File: config.mk
export PLATFORM = sky130hd
export DESIGN_NAME = adsc_top
export DESIGN_NICKNAME = d
export VERILOG_FILES = /design/src/common/adsc_pkg.sv /design/src/common/adsc_core_if.sv /design/src/design/adsc_top.sv /design/src/design/adsc_seq.sv
export SDC_FILE = /design/constraint.sdc
export NUM_CORES = 1
export LEC_CHECK = 0
export ABC_AREA = 1
export BUFFER_PORTS_ARGS = -buffer_cell sky130_fd_sc_hd__buf_2
export CORE_MARGIN = 4
export CORE_UTILIZATION = 50
export DETAILED_ROUTE_END_ITERATION = 10
export PLACE_DENSITY = 0.78
export SLEW_MARGIN = 20
export SYNTH_ARGS = -nofsm -noshare
export SYNTH_HDL_FRONTEND = slang
export SYNTH_SLANG_ARGS = --single-unit
File: constraint.sdc
create_clock -name pclk -period 5.1 [get_ports pclk]
set_clock_uncertainty 0.15 [all_clocks]
set_input_delay 0.51 -clock pclk [delete_from_list [all_inputs] [get_ports pclk]]
set_output_delay 0.51 -clock pclk [all_outputs]
set_load 0.01 [all_outputs]
File: src/common/adsc_pkg.sv
// package: register map, fields, reset values and timing for the converter sequencing control
package adsc_pkg;
  localparam int unsigned CLK_MHZ = 125;
  localparam int unsigned SETTLE_US = 14;
  localparam int unsigned SETTLE_CYC = SETTLE_US * CLK_MHZ;
  localparam int unsigned START_DELAY_CYC = 4;
  localparam logic [11:0] OFS_MODE = 12'h000;
  localparam logic [11:0] OFS_CHAN = 12'h004;
  localparam logic [11:0] OFS_RESULT = 12'h008;
  localparam logic [11:0] OFS_STATUS = 12'h00c;
  localparam logic [11:0] OFS_MASK = 12'h010;
  localparam logic [11:0] OFS_PFMODE = 12'h014;
  localparam logic [11:0] OFS_PFTHR = 12'h018;
  localparam int unsigned MODE_START_POS = 0;
  localparam int unsigned MODE_ENABLE_POS = 1;
  localparam int unsigned MODE_SAMPLE_POS = 2;
  localparam int unsigned CHAN_W = 3;
  localparam int unsigned RES_W = 10;
  localparam int unsigned ST_DONE_POS = 0;
  localparam int unsigned ST_FIRST_POS = 1;
  localparam logic [31:0] MODE_RST = 32'h0000_0000;
  localparam logic [31:0] MASK_RST = 32'h0000_0000;
  localparam logic [7:0] SAMPLE_BASE_CYC = 8'h08;
  localparam logic [7:0] CONVERT_CYC = 8'h28;
  typedef enum logic [2:0] {ST_IDLE, ST_DELAY, ST_SAMPLE, ST_CONVERT, ST_DONE} adsc_state_t;
endpackage : adsc_pkg

File: src/common/adsc_core_if.sv
// interface: control signals between register file and conversion sequencer
`timescale 1ns/1ps
interface adsc_core_if;
  logic start;
  logic enable;
  logic [1:0] sample_sel;
  logic [2:0] chan;
  logic [9:0] ana_in;
  logic busy;
  logic done;
  logic [9:0] result;
  modport regs (output start, enable, sample_sel, chan, ana_in, input busy, done, result);
  modport seq (input start, enable, sample_sel, chan, ana_in, output busy, done, result);
endinterface : adsc_core_if

File: src/design/adsc_top.sv
// top: APB register file, flags, interrupt and first-result tracking around the sequencer
`timescale 1ns/1ps
// Notes on behaviour
// - channel rewrite leaves the done flag untouched.
// - a conversion in flight may still finish for the old channel.
// - first result marked suspect if started within 14 us of enable or disabled.
// - mode or channel write clears the result to zero.
// - sampling length chosen by the mode register field.
// - a start delay precedes sampling after enable.
// - mode or channel write in the completion cycle blocks update and interrupt.
module adsc_top (
  input wire logic pclk,
  input wire logic presetn,
  input wire logic ce,
  input wire logic psel,
  input wire logic penable,
  input wire logic pwrite,
  input wire logic [11:0] paddr,
  input wire logic [31:0] pwdata,
  input wire logic [9:0] ana_in,
  output logic [31:0] prdata,
  output logic pready,
  output logic pslverr,
  output logic conv_end_irq
);
  import adsc_pkg::*;
  adsc_core_if cif ();

  logic [31:0] mode_r, mode_nxt;
  logic [CHAN_W-1:0] chan_r, chan_nxt;
  logic [RES_W-1:0] result_r, result_nxt;
  logic [1:0] status_r, status_nxt;
  logic [1:0] mask_r, mask_nxt;
  logic [7:0] pfmode_r, pfmode_nxt;
  logic [7:0] pfthr_r, pfthr_nxt;
  logic [31:0] prdata_r, prdata_nxt;
  logic pready_r, pready_nxt;
  logic pslverr_r, pslverr_nxt;
  logic irq_r, irq_nxt;
  logic [15:0] settle_r, settle_nxt;
  logic suspect_r, suspect_nxt;
  logic first_r, first_nxt;

  // one-cycle answer: setup cycle arms pready, access cycle completes
  logic acc;
  logic wr;
  logic wr_cfg;
  assign acc = psel && penable && pready_r;
  assign wr = acc && pwrite;
  assign wr_cfg = wr && (paddr == OFS_MODE || paddr == OFS_CHAN);

  // address decode used by read and write paths
  function automatic logic mapped(input logic [11:0] a);
    mapped = (a == OFS_MODE) || (a == OFS_CHAN) || (a == OFS_RESULT) || (a == OFS_STATUS) ||
             (a == OFS_MASK) || (a == OFS_PFMODE) || (a == OFS_PFTHR);
  endfunction : mapped

  // sequencer hookup
  assign cif.start = mode_r[MODE_START_POS];
  assign cif.enable = mode_r[MODE_ENABLE_POS];
  assign cif.sample_sel = mode_r[MODE_SAMPLE_POS +: 2];
  assign cif.chan = chan_r;
  assign cif.ana_in = ana_in;

  adsc_seq u_seq (
    .pclk(pclk),
    .presetn(presetn),
    .ce(ce),
    .cif(cif)
  );

  // completion is honoured only when no config write collides
  logic done_ok;
  assign done_ok = cif.done && !wr_cfg; // config write wins

  // register file and flags
  always_comb begin
    mode_nxt = mode_r;
    chan_nxt = chan_r;
    result_nxt = result_r;
    status_nxt = status_r;
    mask_nxt = mask_r;
    pfmode_nxt = pfmode_r;
    pfthr_nxt = pfthr_r;
    settle_nxt = settle_r;
    suspect_nxt = suspect_r;
    first_nxt = first_r;
    // settle timer runs from enable rising; cleared while disabled
    if (!mode_r[MODE_ENABLE_POS])
      settle_nxt = 16'h0000;
    else if (settle_r != 16'(SETTLE_CYC))
      settle_nxt = settle_r + 16'h0001;
    if (wr) begin
      case (paddr)
        OFS_MODE: begin
          mode_nxt = pwdata;
          // start set too early or with comparator off taints the first result
          if (pwdata[MODE_START_POS] && !mode_r[MODE_START_POS]) begin
            suspect_nxt = !pwdata[MODE_ENABLE_POS] || !mode_r[MODE_ENABLE_POS] ||
                          (settle_r != 16'(SETTLE_CYC));
            first_nxt = 1'b1;
          end
        end
        OFS_CHAN: chan_nxt = pwdata[CHAN_W-1:0]; // done flag not touched here
        OFS_STATUS: status_nxt = status_r & ~pwdata[1:0];
        OFS_MASK: mask_nxt = pwdata[1:0];
        OFS_PFMODE: pfmode_nxt = pwdata[7:0];
        OFS_PFTHR: pfthr_nxt = pwdata[7:0];
        default: ;
      endcase
    end
    // config write clears the result to zero
    if (wr_cfg)
      result_nxt = '0;
    // event set wins over a clear in the same cycle
    if (done_ok) begin
      result_nxt = cif.result;
      status_nxt[ST_DONE_POS] = 1'b1;
      if (first_r && suspect_r)
        status_nxt[ST_FIRST_POS] = 1'b1;
      first_nxt = 1'b0;
    end
  end

  // bus answer path
  always_comb begin
    pready_nxt = psel && !penable;
    pslverr_nxt = psel && !penable && !mapped(paddr);
    prdata_nxt = prdata_r;
    if (psel && !penable && !pwrite) begin
      case (paddr)
        OFS_MODE: prdata_nxt = mode_r;
        OFS_CHAN: prdata_nxt = {29'h0000_0000, chan_r};
        OFS_RESULT: prdata_nxt = {22'h00_0000, result_r};
        OFS_STATUS: prdata_nxt = {29'h0000_0000, cif.busy, status_r};
        OFS_MASK: prdata_nxt = {30'h0000_0000, mask_r};
        OFS_PFMODE: prdata_nxt = {24'h00_0000, pfmode_r};
        OFS_PFTHR: prdata_nxt = {24'h00_0000, pfthr_r};
        default: prdata_nxt = 32'h0000_0000;
      endcase
    end
    irq_nxt = |(status_nxt & mask_nxt);
  end

  // state registers
  always_ff @(posedge pclk or negedge presetn) begin
    if (!presetn) begin
      mode_r <= MODE_RST;
      chan_r <= '0;
      result_r <= '0;
      status_r <= 2'b00;
      mask_r <= MASK_RST[1:0];
      pfmode_r <= 8'h00;
      pfthr_r <= 8'h00;
      settle_r <= 16'h0000;
      suspect_r <= 1'b0;
      first_r <= 1'b0;
    end else if (ce) begin
      mode_r <= mode_nxt;
      chan_r <= chan_nxt;
      result_r <= result_nxt;
      status_r <= status_nxt;
      mask_r <= mask_nxt;
      pfmode_r <= pfmode_nxt;
      pfthr_r <= pfthr_nxt;
      settle_r <= settle_nxt;
      suspect_r <= suspect_nxt;
      first_r <= first_nxt;
    end
  end

  // bus answer and interrupt registers, kept apart so the answer path stays short
  always_ff @(posedge pclk or negedge presetn) begin
    if (!presetn) begin
      prdata_r <= 32'h0000_0000;
      pready_r <= 1'b0;
      pslverr_r <= 1'b0;
      irq_r <= 1'b0;
    end else if (ce) begin
      prdata_r <= prdata_nxt;
      pready_r <= pready_nxt;
      pslverr_r <= pslverr_nxt;
      irq_r <= irq_nxt;
    end
  end

  assign prdata = prdata_r;
  assign pready = pready_r;
  assign pslverr = pslverr_r;
  assign conv_end_irq = irq_r;

  // channel write never clears done flag
  property p_chan_keeps_flag;
    @(posedge pclk) disable iff (!presetn)
      (ce && wr && paddr == OFS_CHAN && status_r[ST_DONE_POS]) |=> status_r[ST_DONE_POS];
  endproperty
  a_chan_keeps_flag: assert property (p_chan_keeps_flag) else $error("channel write cleared done flag");
  property p_collision;
    @(posedge pclk) disable iff (!presetn)
      (ce && cif.done && wr_cfg && !status_r[ST_DONE_POS]) |=> !status_r[ST_DONE_POS];
  endproperty
  a_collision: assert property (p_collision) else $error("done set despite config write");
  property p_done_same_cycle;
    @(posedge pclk) disable iff (!presetn)
      (ce && done_ok) |=> (status_r[ST_DONE_POS] && result_r == $past(cif.result));
  endproperty
  a_done_same_cycle: assert property (p_done_same_cycle) else $error("result and flag not together");
  property p_irq_level;
    @(posedge pclk) disable iff (!presetn) conv_end_irq == |(status_r & mask_r);
  endproperty
  a_irq_level: assert property (p_irq_level) else $error("interrupt level mismatch");
  property p_cfg_result;
    @(posedge pclk) disable iff (!presetn) (ce && wr_cfg) |=> result_r == '0;
  endproperty
  a_cfg_result: assert property (p_cfg_result) else $error("result kept after config write");
  property p_early_start;
    @(posedge pclk) disable iff (!presetn)
      (ce && wr && paddr == OFS_MODE && pwdata[MODE_START_POS] && !mode_r[MODE_START_POS] &&
       !pwdata[MODE_ENABLE_POS]) |=> suspect_r;
  endproperty
  a_early_start: assert property (p_early_start) else $error("start without enable not flagged");
  property p_apb_one_wait;
    @(posedge pclk) disable iff (!presetn) (ce && psel && !penable) |=> pready;
  endproperty
  a_apb_one_wait: assert property (p_apb_one_wait) else $error("pready late");

  // writing a one clears the done bit unless a completion lands in the same cycle
  property p_w1c_clear;
    @(posedge pclk) disable iff (!presetn)
      (ce && wr && paddr == OFS_STATUS && pwdata[ST_DONE_POS] && !done_ok) |=> !status_r[ST_DONE_POS];
  endproperty
  a_w1c_clear: assert property (p_w1c_clear) else $error("done bit survived its clear");
  // completion beats a clear written in the same cycle
  property p_set_wins;
    @(posedge pclk) disable iff (!presetn)
      (ce && done_ok && wr && paddr == OFS_STATUS) |=> status_r[ST_DONE_POS];
  endproperty
  a_set_wins: assert property (p_set_wins) else $error("clear beat a completion");
  // unmapped address answers with an error
  property p_slverr_unmapped;
    @(posedge pclk) disable iff (!presetn) (ce && psel && !penable && !mapped(paddr)) |=> pslverr;
  endproperty
  a_slverr_unmapped: assert property (p_slverr_unmapped) else $error("no error on unmapped address");
  // pready stands for the access cycle only
  property p_pready_pulse;
    @(posedge pclk) disable iff (!presetn) (ce && psel && penable && pready) |=> !pready;
  endproperty
  a_pready_pulse: assert property (p_pready_pulse) else $error("pready held past access");
  // result moves only on a completion or a configuration write
  property p_result_hold;
    @(posedge pclk) disable iff (!presetn) (ce && !done_ok && !wr_cfg) |=> $stable(result_r);
  endproperty
  a_result_hold: assert property (p_result_hold) else $error("result changed without cause");
  // start after a full settle with the comparator on gives a trusted first result
  property p_settled_clean;
    @(posedge pclk) disable iff (!presetn)
      (ce && wr && paddr == OFS_MODE && pwdata[MODE_START_POS] && pwdata[MODE_ENABLE_POS] &&
       !mode_r[MODE_START_POS] && mode_r[MODE_ENABLE_POS] && settle_r == 16'(SETTLE_CYC)) |=> !suspect_r;
  endproperty
  a_settled_clean: assert property (p_settled_clean) else $error("settled start marked suspect");
  // start inside the settle window taints the first result
  property p_early_enable;
    @(posedge pclk) disable iff (!presetn)
      (ce && wr && paddr == OFS_MODE && pwdata[MODE_START_POS] && !mode_r[MODE_START_POS] &&
       settle_r != 16'(SETTLE_CYC)) |=> suspect_r;
  endproperty
  a_early_enable: assert property (p_early_enable) else $error("early start not marked suspect");
  // settle timer saturates instead of wrapping back into the window
  property p_settle_cap;
    @(posedge pclk) disable iff (!presetn) settle_r <= 16'(SETTLE_CYC);
  endproperty
  a_settle_cap: assert property (p_settle_cap) else $error("settle timer past its ceiling");
  // disabling the comparator restarts the settle window
  property p_settle_clear;
    @(posedge pclk) disable iff (!presetn) (ce && !mode_r[MODE_ENABLE_POS]) |=> settle_r == 16'h0000;
  endproperty
  a_settle_clear: assert property (p_settle_clear) else $error("settle timer kept while disabled");
  // a tainted first completion raises the suspect bit
  property p_first_suspect;
    @(posedge pclk) disable iff (!presetn) (ce && done_ok && first_r && suspect_r) |=> status_r[ST_FIRST_POS];
  endproperty
  a_first_suspect: assert property (p_first_suspect) else $error("suspect bit not raised");
  // only the first completion after a start is judged
  property p_first_once;
    @(posedge pclk) disable iff (!presetn) (ce && done_ok) |=> !first_r;
  endproperty
  a_first_once: assert property (p_first_once) else $error("first marker kept after completion");
  // a channel rewrite does not abort the conversion in flight
  property p_chan_no_abort;
    @(posedge pclk) disable iff (!presetn)
      (ce && wr && paddr == OFS_CHAN && cif.busy && mode_r[MODE_START_POS] && mode_r[MODE_ENABLE_POS]) |=> cif.busy;
  endproperty
  a_chan_no_abort: assert property (p_chan_no_abort) else $error("channel write aborted conversion");
  // clearing start stops the sequencer at the next edge
  property p_mode_stop;
    @(posedge pclk) disable iff (!presetn) (ce && !mode_r[MODE_START_POS]) |=> !cif.busy;
  endproperty
  a_mode_stop: assert property (p_mode_stop) else $error("sequencer busy after stop");
  // power-fail mode takes the written byte
  property p_pfmode_wr;
    @(posedge pclk) disable iff (!presetn) (ce && wr && paddr == OFS_PFMODE) |=> pfmode_r == $past(pwdata[7:0]);
  endproperty
  a_pfmode_wr: assert property (p_pfmode_wr) else $error("power-fail mode not written");
  // a colliding config write raises no interrupt
  property p_collision_irq;
    @(posedge pclk) disable iff (!presetn) (ce && cif.done && wr_cfg && !conv_end_irq) |=> !conv_end_irq;
  endproperty
  a_collision_irq: assert property (p_collision_irq) else $error("interrupt despite config write");
  c_irq: cover property (@(posedge pclk) disable iff (!presetn) $rose(conv_end_irq));
  c_collide: cover property (@(posedge pclk) disable iff (!presetn) cif.done && wr_cfg);
  c_suspect: cover property (@(posedge pclk) disable iff (!presetn) $rose(status_r[ST_FIRST_POS]));
endmodule : adsc_top

File: src/design/adsc_seq.sv
// conversion sequencer: start delay, sampling phase, conversion phase
`timescale 1ns/1ps
module adsc_seq (
  input wire logic pclk,
  input wire logic presetn,
  input wire logic ce,
  adsc_core_if.seq cif
);
  import adsc_pkg::*;
  adsc_state_t state_r, state_nxt;
  logic [7:0] cnt_r, cnt_nxt;
  logic [9:0] res_r, res_nxt;
  logic done_r, done_nxt;

  // sample length from mode field
  function automatic logic [7:0] sample_len(input logic [1:0] sel);
    sample_len = SAMPLE_BASE_CYC << sel;
  endfunction : sample_len

  // next state
  always_comb begin
    state_nxt = state_r;
    cnt_nxt = cnt_r;
    res_nxt = res_r;
    done_nxt = 1'b0;
    case (state_r)
      ST_IDLE: begin
        if (cif.start && cif.enable) begin
          state_nxt = ST_DELAY; // sampling does not begin at once from idle; a restart from ST_DONE goes straight to ST_SAMPLE
          cnt_nxt = 8'(START_DELAY_CYC - 1);
        end
      end
      ST_DELAY: begin
        if (cnt_r == 8'h00) begin
          state_nxt = ST_SAMPLE;
          cnt_nxt = sample_len(cif.sample_sel) - 8'h01;
        end else begin
          cnt_nxt = cnt_r - 8'h01;
        end
      end
      ST_SAMPLE: begin
        if (cnt_r == 8'h00) begin
          state_nxt = ST_CONVERT;
          res_nxt = cif.ana_in; // input latched at end of sampling, old channel may finish
          cnt_nxt = CONVERT_CYC - 8'h01;
        end else begin
          cnt_nxt = cnt_r - 8'h01;
        end
      end
      ST_CONVERT: begin
        if (cnt_r == 8'h00) begin
          state_nxt = ST_DONE;
          done_nxt = 1'b1;
        end else begin
          cnt_nxt = cnt_r - 8'h01;
        end
      end
      ST_DONE: state_nxt = (cif.start && cif.enable) ? ST_SAMPLE : ST_IDLE;
      default: state_nxt = ST_IDLE;
    endcase
    if (state_r == ST_DONE && cif.start && cif.enable)
      cnt_nxt = sample_len(cif.sample_sel) - 8'h01;
    if (!cif.start || !cif.enable) begin
      state_nxt = ST_IDLE;
      done_nxt = 1'b0;
    end
  end

  // registers
  always_ff @(posedge pclk or negedge presetn) begin
    if (!presetn) begin
      state_r <= ST_IDLE;
      cnt_r <= 8'h00;
      res_r <= 10'h000;
      done_r <= 1'b0;
    end else if (ce) begin
      state_r <= state_nxt;
      cnt_r <= cnt_nxt;
      res_r <= res_nxt;
      done_r <= done_nxt;
    end
  end

  assign cif.busy = (state_r != ST_IDLE);
  assign cif.done = done_r;
  assign cif.result = res_r;

  // done pulses only after a full conversion phase
  property p_done_after_convert;
    @(posedge pclk) disable iff (!presetn) $rose(done_r) |-> $past(state_r) == ST_CONVERT;
  endproperty
  a_done_after_convert: assert property (p_done_after_convert) else $error("done without conversion");
  property p_delay_first;
    @(posedge pclk) disable iff (!presetn)
      (ce && state_r == ST_IDLE && state_nxt != ST_IDLE) |=> state_r == ST_DELAY;
  endproperty
  a_delay_first: assert property (p_delay_first) else $error("sampling began without delay");
  c_conv_done: cover property (@(posedge pclk) disable iff (!presetn) $rose(done_r));
endmodule : adsc_seq

* Word level (Yosys, flattened, before mapping) *
Index checks and enable logic that the tools add are counted.

storage, ports and cells
  flip-flop bits (word level) = 140
  bits of input ports = 60
  output and inout port bits = 35
  word-level logic and storage cells = 125

cells by class
  add/sub/neg operators = 3
  equal/unequal tests = 18
  shift operators = 1
  muxes and demuxes = 31
  bitwise gates (word level) = 3
  reductions and logical operators = 51

operator list
  cell                   number
  $pmux 32 s7            1
  $mux 8                 5
  $eq 12x5->1 const B    3
  $mux 16                2
  $pmux 8 s4             1
  $eq 12x4->1 const B    2
  $mux 10                2
  $add 16x1->16 const B  1
  $ne 16x11->1 const B   1
  $sub 8x1->8 const B    2
  $mux 3                 5
  $ne 3x1->1 const B     5
  $pmux 3 s5             1
  $reduce_and 3->1       5
  $logic_and 1x1->1      13
  $eq 12x3->1 const B    1
  $logic_not 12->1       1
  $mux 2                 6
  $reduce_and 4->1       3
  $logic_or 1x1->1       9
  $logic_not 8->1        1
  $mux 1                 8
  $reduce_bool 2->1      4
  $shl 4x2->8 const A    1
  other kinds (14)       24

* Depth between registers and ports, before layout *
Gate-level depths: netlist of run 1.

  depth in word-level cells = 9
  mapped depth = 11
  depth with buffers taken out = 11

* Cells and area by module *
A second synthesis of run 1 with hierarchy kept.

second synthesis, totals
  cells, all modules = 906
  area, all modules = 7235.7 µm²

by module, submodules not included
  module    instances  cells each  area an instance (µm²)  sequential area each (µm²)
  adsc_top  1          718         5848.1                  2952.8
  adsc_seq  1          188         1387.6                  550.5

* Worst setup path after synthesis of run 1 *
Ideal clock, no wire load.

  path type = input -> register
  start point = input port paddr[11]
  end point = register mode_r[15]
  data arrival time = 1.559 ns
  setup slack = 3.266 ns
  cell stages on the path = 8
  cell sequence = nor2_2 > nand2_4 > nor2_8 > nand2_2 > clkinv_2 > nand2_2 > buf_6 > mux2_4

on the way
  longest elaborated chain between the ends = 2

ends and longest elaborated chain
  item                        line             text
  from (decl)                 adsc_top.sv:18   input wire logic [11:0] paddr,
  $logic_not 12->1            adsc_top.sv:94   case (paddr)
  $reduce_and 3->1 (no line)  -
  to (signal assigned)        adsc_top.sv:159  mode_r <= mode_nxt;
  to (decl)                   adsc_top.sv:29   logic [31:0] mode_r, mode_nxt;

No other way between the ends.
A chain may end at the register's enable or synchronous reset.

* Worst setup path in the final report of run 1 *
  start point = input port paddr[2]
  end point = register mode_r[15]

The elaborated chain is that of the path after synthesis.

==> qor.yml, run 1 <==
status:
  run_status: "finished, final reports clean"
clocking:
  cts_setup_buffers: 0
  cts_resized: 0
  cts_tree: "yes"
  cts.htree.levels: 4
  clkLatencyLatePin_ns: 0.42
  path_clk_slew_ns: 0.06
  numCtsBuffers: 17
  root_buffer: "clkbuf_16"
  ctsLongestPathBuffers: 2
  clock_sinks: 140
  cts_hold_buf: 0
sta:
  relSlewSlack_pct: 37.8
  final_hold_viol_count: 0
  fin_tns_setup_ns: 0
  setup_ws_ns: 2.41
  fmax_mhz: 372
  finalMaxSlewViolations: 0
  rsz0062_at_grt: "false"
  worstMarginPinSlew_ns: 0.934
  holdWs_ns: 0.0411
  min_period_ns: 2.69
  setup_viol: 0
  period_share_pct: 52.7
routing:
  wl_per_cell_um: 14.8
  vias: 5845
  drc: 0
  firstDrtPassIters: 5
  drt_wl_total_um: 16300
  ant_nets: 0
  drtIter0Drc: 498
  via_per_inst: 5.31
die:
  dieArea_sq_mm: 0.0157
  start_util_pct: 51.6
  rows: 42
  die_w_um: 125
  ioPinCount: 95
  coreArea_sq_mm: 0.0133
  die_h_um: 125
global_route:
  antenna_found_initial: 0
  grtUsageTotal_pct: 21.2
  grt_pass1_vias: 5639
  grt_first_pass_wirelength_um: 26900
  gr-total-overflow: 0
  grt_max_degree: 104
setup_path:
  critPathLaunchType: "input port"
  end_kind: "flop"
  critPathBufInv: 5
  r2r_end: "u_seq.cif.result[1]"
  worstPathMaxFanout: 38
  regToRegStartpoint: "u_seq.cnt_r[0]"
  cpMaxStageDelayCell: "buf_4"
  path_class: "input port to flop"
  crit_family: "buffers and inverters"
  arrival_ns: 2.85
  cp.required_ns: 5.26
  reg2reg_depth: 7
  max_stage_delay_ns: 0.48
  cp_cell_sequence: "buf_2 -> inv_1 -> nand3_1 -> inv_2 -> nand2_2 -> clkinv_2 -> nand2_2 -> buf_4 -> mux2_4"
  worst-path-stages: 9
  path_common_cell: "nand2_2"
  ff2ff_setup_slack_ns: 2.60
power_and_ir_drop:
  pwr-share-seq_pct: 45.1
  powerDensity_mw_per_mm2: 314
  swShare_pct: 21.9
  combPwrFrac_pct: 4.3
  ir_drop_mv: 0.196
  p_leak_nw: 4.21
  internal_power_mw: 1.97
  power.switching_mw: 0.553
  power_frac_clock_pct: 50.6
  finalPower_mw: 2.52
synth:
  yosysTopAreaCell: "dfrtp_1"
  syn-num-nets: 888
  yosys.area.top_type_share_pct: 50.9
  ys_seq_area_share_pct: 50.9
  syn_inst: 824
  syn_area_per_cell_sq_um: 8.36
  synth-seq-cells: 140
  synth_cell_types: 42
  synth.area.top_cells: "dfrtp_1 (51%), nand2_1 (11%), inv_1 (5.4%)"
  syn_area_sq_mm: 0.00689
  yosysWarnings: 0
job:
  drv_cap: 0
place:
  pre_cts_slack_ns: 1.99
  placed_area_sq_mm: 0.00742
  port_buffers: 94
  place_hpwl_um: 11300
  gp_congestion: 0.900
hold_path:
  hp-class: "input port to asynchronous set/reset pin"
finish:
  layout.nets: 976
  drive_gt1_share_pct: 19.2
  fin_area_sq_mm: 0.00803
  synthToLayoutAreaGrowth_pct: 16.5
  num_antenna_cells: 0
layout make-up:
class | count | area (sq um)
clock inverter | 10 | 139
multi-input combinational | 550 | 2790
fill | 1180 | 5320
tap | 176 | 220
inverter | 106 | 399
timing repair buffer | 97 | 499
clock buffer | 21 | 470
sequential | 140 | 3500
cell families (layout without fill, tap and decap cells):
logic type / after synthesis / after routing / synth area share [%]
compound gates: 141 / 141 / 12.0
xor+xnor: 7 / 7 / 0.890
fa+ha+maj: 4 / 4 / 0.727
buf+inv: 134 / 234 / 8.56
flops: 140 / 140 / 50.9
mux: 8 / 8 / 1.74
simple gates: 390 / 390 / 25.2
metal layers:
layer	global-route usage (%)	share of wire, %	vias up
li1	-	-	2866
met1	28.5	44	2733
met2	33.3	46	205
met3	4.26	6.1	41
met4	9.95	3.4	0
met5	0	0	-
Yosys cell counts:
master	n
mux2_4	8
nand3_1	51
or2_2	3
nor3_2	2
nor3_1	12
a31oi_1	4
o21bai_1	1
nor2_8	1
buf_6	9
nand4_1	25
o31ai_1	18
o21ai_1	15
o21ai_0	48
nand2_4	1
inv_2	4
a21oi_1	27
o211ai_1	1
inv_1	99
a31o_2	1
nand2_2	8
clkinv_1	2
a21oi_2	6
nor2_1	78
nor2_2	5
clkbuf_2	1
o21ai_2	5
and3_1	1
dfrtp_1	140
nor2_4	2
clkinv_2	1
nor3_4	1
nand3b_1	2
nand2_1	195
xor2_1	7
ha_1	4
buf_4	1
a22oi_1	1
o22ai_1	14
clkbuf_1	7
buf_2	10
nand3_2	2
nor4b_1	1
metrics by stage:
stage | util (%) | std cells
3_3_place_gp | 55.6 | 1069
6_report | 60.1 | 1100
4_1_cts | 60.1 | 1100
5_1_grt | 60.1 | 1100
2_1_floorplan | - | 824
3_5_place_dp | 55.6 | 1069
flip-flops by register name, summed over array words and instances (netlist names), 8 cells and up:
| name | flops |
|---|---|
| u_seq.cif.result | 10 |
| pfmode_r | 8 |
| settle_r | 16 |
| prdata | 32 |
| result_r | 10 |
| pfthr_r | 8 |
| mode_r | 32 |
| u_seq.cnt_r | 8 |
power by group through the flow:
stage          Clock [mW]  Sequential, mW  Combinational, mW
5_1_grt              1.34            1.14              0.125
3_5_place_dp            0            1.16              0.110
3_3_place_gp            0            1.16              0.109
2_1_floorplan           0            1.16             0.0449
6_report             1.27            1.14              0.109
4_1_cts              1.29            1.14              0.111
how the worst max path moves through the flow:
stage               startpoint    endpoint  slack (ns)
global route          paddr[2]  mode_r[15]        2.24
detailed placement    paddr[2]  mode_r[17]        1.99
global placement      paddr[2]  mode_r[15]        2.07
finish                paddr[2]  mode_r[15]        2.41
floorplan            paddr[11]  mode_r[15]        3.27
CTS                   paddr[2]  mode_r[17]        2.45
cell usage in the layout, fill, tap and decap left out, types with 12 or more instances in the layout:
cell type / instances
buf_2: 93
o21ai_0: 48
nor3_1: 12
inv_1: 99
nand4_1: 25
a21oi_1: 27
o21ai_1: 15
nor2_1: 78
o31ai_1: 18
clkbuf_16: 17
o22ai_1: 14
dfrtp_1: 140
nand3_1: 51
nand2_1: 195
No activity file was read; power rests on OpenSTA's default activity.
==> run 2: changes to the inputs <==
--- a/config.mk
+++ b/config.mk
@@ -5,7 +5,7 @@
 export SDC_FILE = /design/constraint.sdc
 export NUM_CORES = 1
 export LEC_CHECK = 0
-export ABC_AREA = 1
+export ABC_AREA = 0
 export BUFFER_PORTS_ARGS = -buffer_cell sky130_fd_sc_hd__buf_2
 export CORE_MARGIN = 4
 export CORE_UTILIZATION = 50
==> constraint.sdc (replaced) <==
create_clock -name pclk -period 2.65 [get_ports pclk]
set_clock_uncertainty 0.15 [all_clocks]
set_input_delay 0.265 -clock pclk [delete_from_list [all_inputs] [get_ports pclk]]
set_output_delay 0.265 -clock pclk [all_outputs]
set_load 0.01 [all_outputs]
==> qor.yml, run 2 <==
sta:
  relSlewSlack_pct: 57.1  # +19 points
  worstMarginPinSlew_ns: 0.638  # -0.296 ns
  min_period_ns: 2.40
  fmax_mhz: 418
  setup_viol: 0  # unchanged
  period_share_pct: 90.4
  rsz0062_at_grt: "false"
  final_hold_viol_count: 0  # unchanged
  finalMaxSlewViolations: 0  # unchanged
  fin_tns_setup_ns: 0  # unchanged
synth:
  syn_inst: 594  # -28%
  syn-num-nets: 658  # -26%
  yosysMostFrequentCell: "dfrtp_1"
  ys.flop_type: "dfrtp_1"
  synth-seq-cells: 140  # unchanged
  synth_cell_types: 60  # +43%
  synth-async-reset-ratio_pct: 100  # unchanged
  yosys.area.top_type_share_pct: 53.5  # +2.6 points
  syn_area_sq_mm: 0.00655  # -4.9%
  synth_common_cells: "dfrtp_1 (140), nand2_1 (83), mux2_2 (61), nand3_1 (29), nor2_1 (26)"
  synth.area.top_cells: "dfrtp_1 (54%), mux2_2 (10%), nand2_1 (4.8%)"
  ys_seq_area_share_pct: 53.5  # +2.6 points
  syn_area_per_cell_sq_um: 11.0  # +32%
  yosysTopAreaCell: "dfrtp_1"
  yosysWarnings: 0  # unchanged
  synth_edf_count: 0  # unchanged
power_and_ir_drop:
  p_leak_nw: 4.13  # -2.0%
  ir_drop_mv: 0.637  # +230%
  powerDensity_mw_per_mm2: 626  # +99%
clocking:
  root_buffer: "clkbuf_16"
  cts_setup_buffers: 0  # unchanged
  numCtsBuffers: 17  # unchanged
  clkLatencyLatePin_ns: 0.42  # about the same
  cts.htree.levels: 4  # unchanged
  clock_sinks: 140  # unchanged
  path_clk_slew_ns: 0.05  # about the same
  cts_tree: "yes"
  ctsLongestPathBuffers: 2  # unchanged
routing:
  vias: 5269  # -9.9%
  via_per_inst: 5.75  # +8.3%
  firstDrtPassIters: 7  # +2
  wl_per_cell_um: 17.8  # +21%
  ant_nets: 0  # unchanged
  drt_wl_total_um: 16300  # +0.47%
  drc: 0  # unchanged
  drtIter0Drc: 439  # -12%
die:
  dieArea_sq_mm: 0.0150  # -4.6%
  rows: 41  # -2.4%
  ioPinCount: 95  # unchanged
  die_h_um: 122  # -2.3%
  coreArea_sq_mm: 0.0127  # -4.7%
  die_w_um: 122  # -2.3%
  start_util_pct: 51.5  # -0.13 points
setup_path:
  path_class: "flop to flop"
  critPathLaunchType: "flop"
  crit_family: "simple AND/OR/NAND/NOR gates"
  arrival_ns: 2.54  # -0.31 ns
  worstPathMaxFanout: 10  # -74%
  cp_cell_sequence: "inv_1 -> ha_1 -> nor3b_4 -> nand2_1 -> or4_4 -> mux2_2"
  cp.required_ns: 2.80  # -2.46 ns
  end_kind: "flop"
  max_stage_delay_ns: 0.61  # +0.13 ns
  critPathBufInv: 1  # -4
  critPathLaunch: "u_seq.cnt_r[1]"
  regToRegStartpoint: "u_seq.cnt_r[1]"
  cpMaxStageDelayCell: "or4_4"
finish:
  synthToLayoutAreaGrowth_pct: 25.9
  layout.nets: 798  # -18%
  nFillCells: 945  # -20%
  stdcell_count: 916  # -17%
  drive_gt1_share_pct: 29.7  # +11 points
  num_antenna_cells: 0  # unchanged
  layout_commonest_cell: "dfrtp_1"
  final_cell_mix: "dfrtp_1 (140), buf_2 (93), nand2_1 (83)"
place:
  gp_congestion: 0.878  # -2.4%
  place_hpwl_um: 10800  # -4.1%
  port_buffers: 94  # unchanged
  dp.cells: 846  # -21%
status:
  run_status: "finished, final reports clean"
hold_path:
  min_from: "penable"
  hp-class: "input port to flop"
global_route:
  gr-total-overflow: 0  # unchanged
  grt_first_pass_wirelength_um: 26100  # -3.0%
  antenna_found_initial: 1  # +1
  grt_pass1_vias: 5225  # -7.3%
  grtUsageTotal_pct: 22.5  # +1.3 points
  grt_max_degree: 62  # -40%
job:
  drv_cap: 0  # unchanged
[run 2: logic make-up (layout without fill, tap and decap cells)]
logic type	Yosys count	after routing	share of synthesized area, %
xor+xnor	6	6	0.803
fa+ha+maj	4	4	0.764
compound gates	97	97	11.3
mux	70	70	12.1
flops	140	140	53.5
simple gates	229	229	18.4
buf+inv	48	198	3.10
[run 2: routing by layer]
metal  part of all wire, %  vias to the layer above  global-route usage, %  routed length [um]
met3                   6.4                       27                   5.44                1050
met2                    49                      187                   37.6                8020
met4                   1.6                        2                   7.56                 260
met1                    43                     2610                   28.8                6990
li1                      -                     2443                      -                   -
met5                 0.067                        -                      0                  11
[run 2: report_power, final]
part           leakage, nW  internal, mW  switching, mW  total (mW)
logic                 1.95         0.256          0.290       0.546
registers             1.89          2.22          0.117        2.34
clock network        0.284          1.43          0.844        2.28
total                 4.13          3.91           1.25        5.16
[run 2: what timing repair did]
item	4_1_cts	5_1_grt
hold endpoints to repair	112	0
resized for setup	1	1
setup endpoints to repair	10	10
hold buffers	41	0
[run 2: area by class of cell]
| type | instances | area (sq um) | share of cell area [%] |
|---|---|---|---|
| Clock inverter | 8 | 93.8 | 1.14 |
| Timing Repair Buffer | 154 | 1050 | 12.8 |
| Sequential cell | 140 | 3500 | 42.5 |
| Inverter | 15 | 56.3 | 0.683 |
| Multi-Input combinational cell | 406 | 2850 | 34.6 |
| Clock buffer | 21 | 470 | 5.71 |
| Tap cell | 172 | 215 | 2.61 |
[run 2: stage by stage]
stage	util, %	setup slack (ns)	instance area, sq um	hold slack [ns]	power, mW
2_1_floorplan	-	0.307	6550	-0.181	2.66
5_1_grt	64.8	0.126	8250	0.0645	5.37
6_report	64.8	0.255	8250	0.0714	5.16
4_1_cts	64.8	0.0824	8240	0.0523	5.18
3_3_place_gp	57.1	0.129	7260	0.130	2.84
3_5_place_dp	57.1	0.00191	7260	0.132	2.87
[run 2: path summary, 6_finish.rpt]
check | cells after the start | end | slack, ns
worst max-delay path | 6 | u_seq.cif.result[3] | 0.25
worst min-delay path | 4 | pslverr | 0.07
worst max register to register | 6 | u_seq.cif.result[3] | 0.25
min in group asynchronous | 2 | prdata[14] | 0.24
worst min register to register | 2 | prdata[23] | 0.32
max in group asynchronous | 3 | mode_r[26] | 1.37
[run 2: tightest hold or removal path: cells and delay by family]
kind / cells / cell delay [ns]
simple gates: 2 / 0.15
compound gates: 1 / 0.07
buf+inv: 1 / 0.11
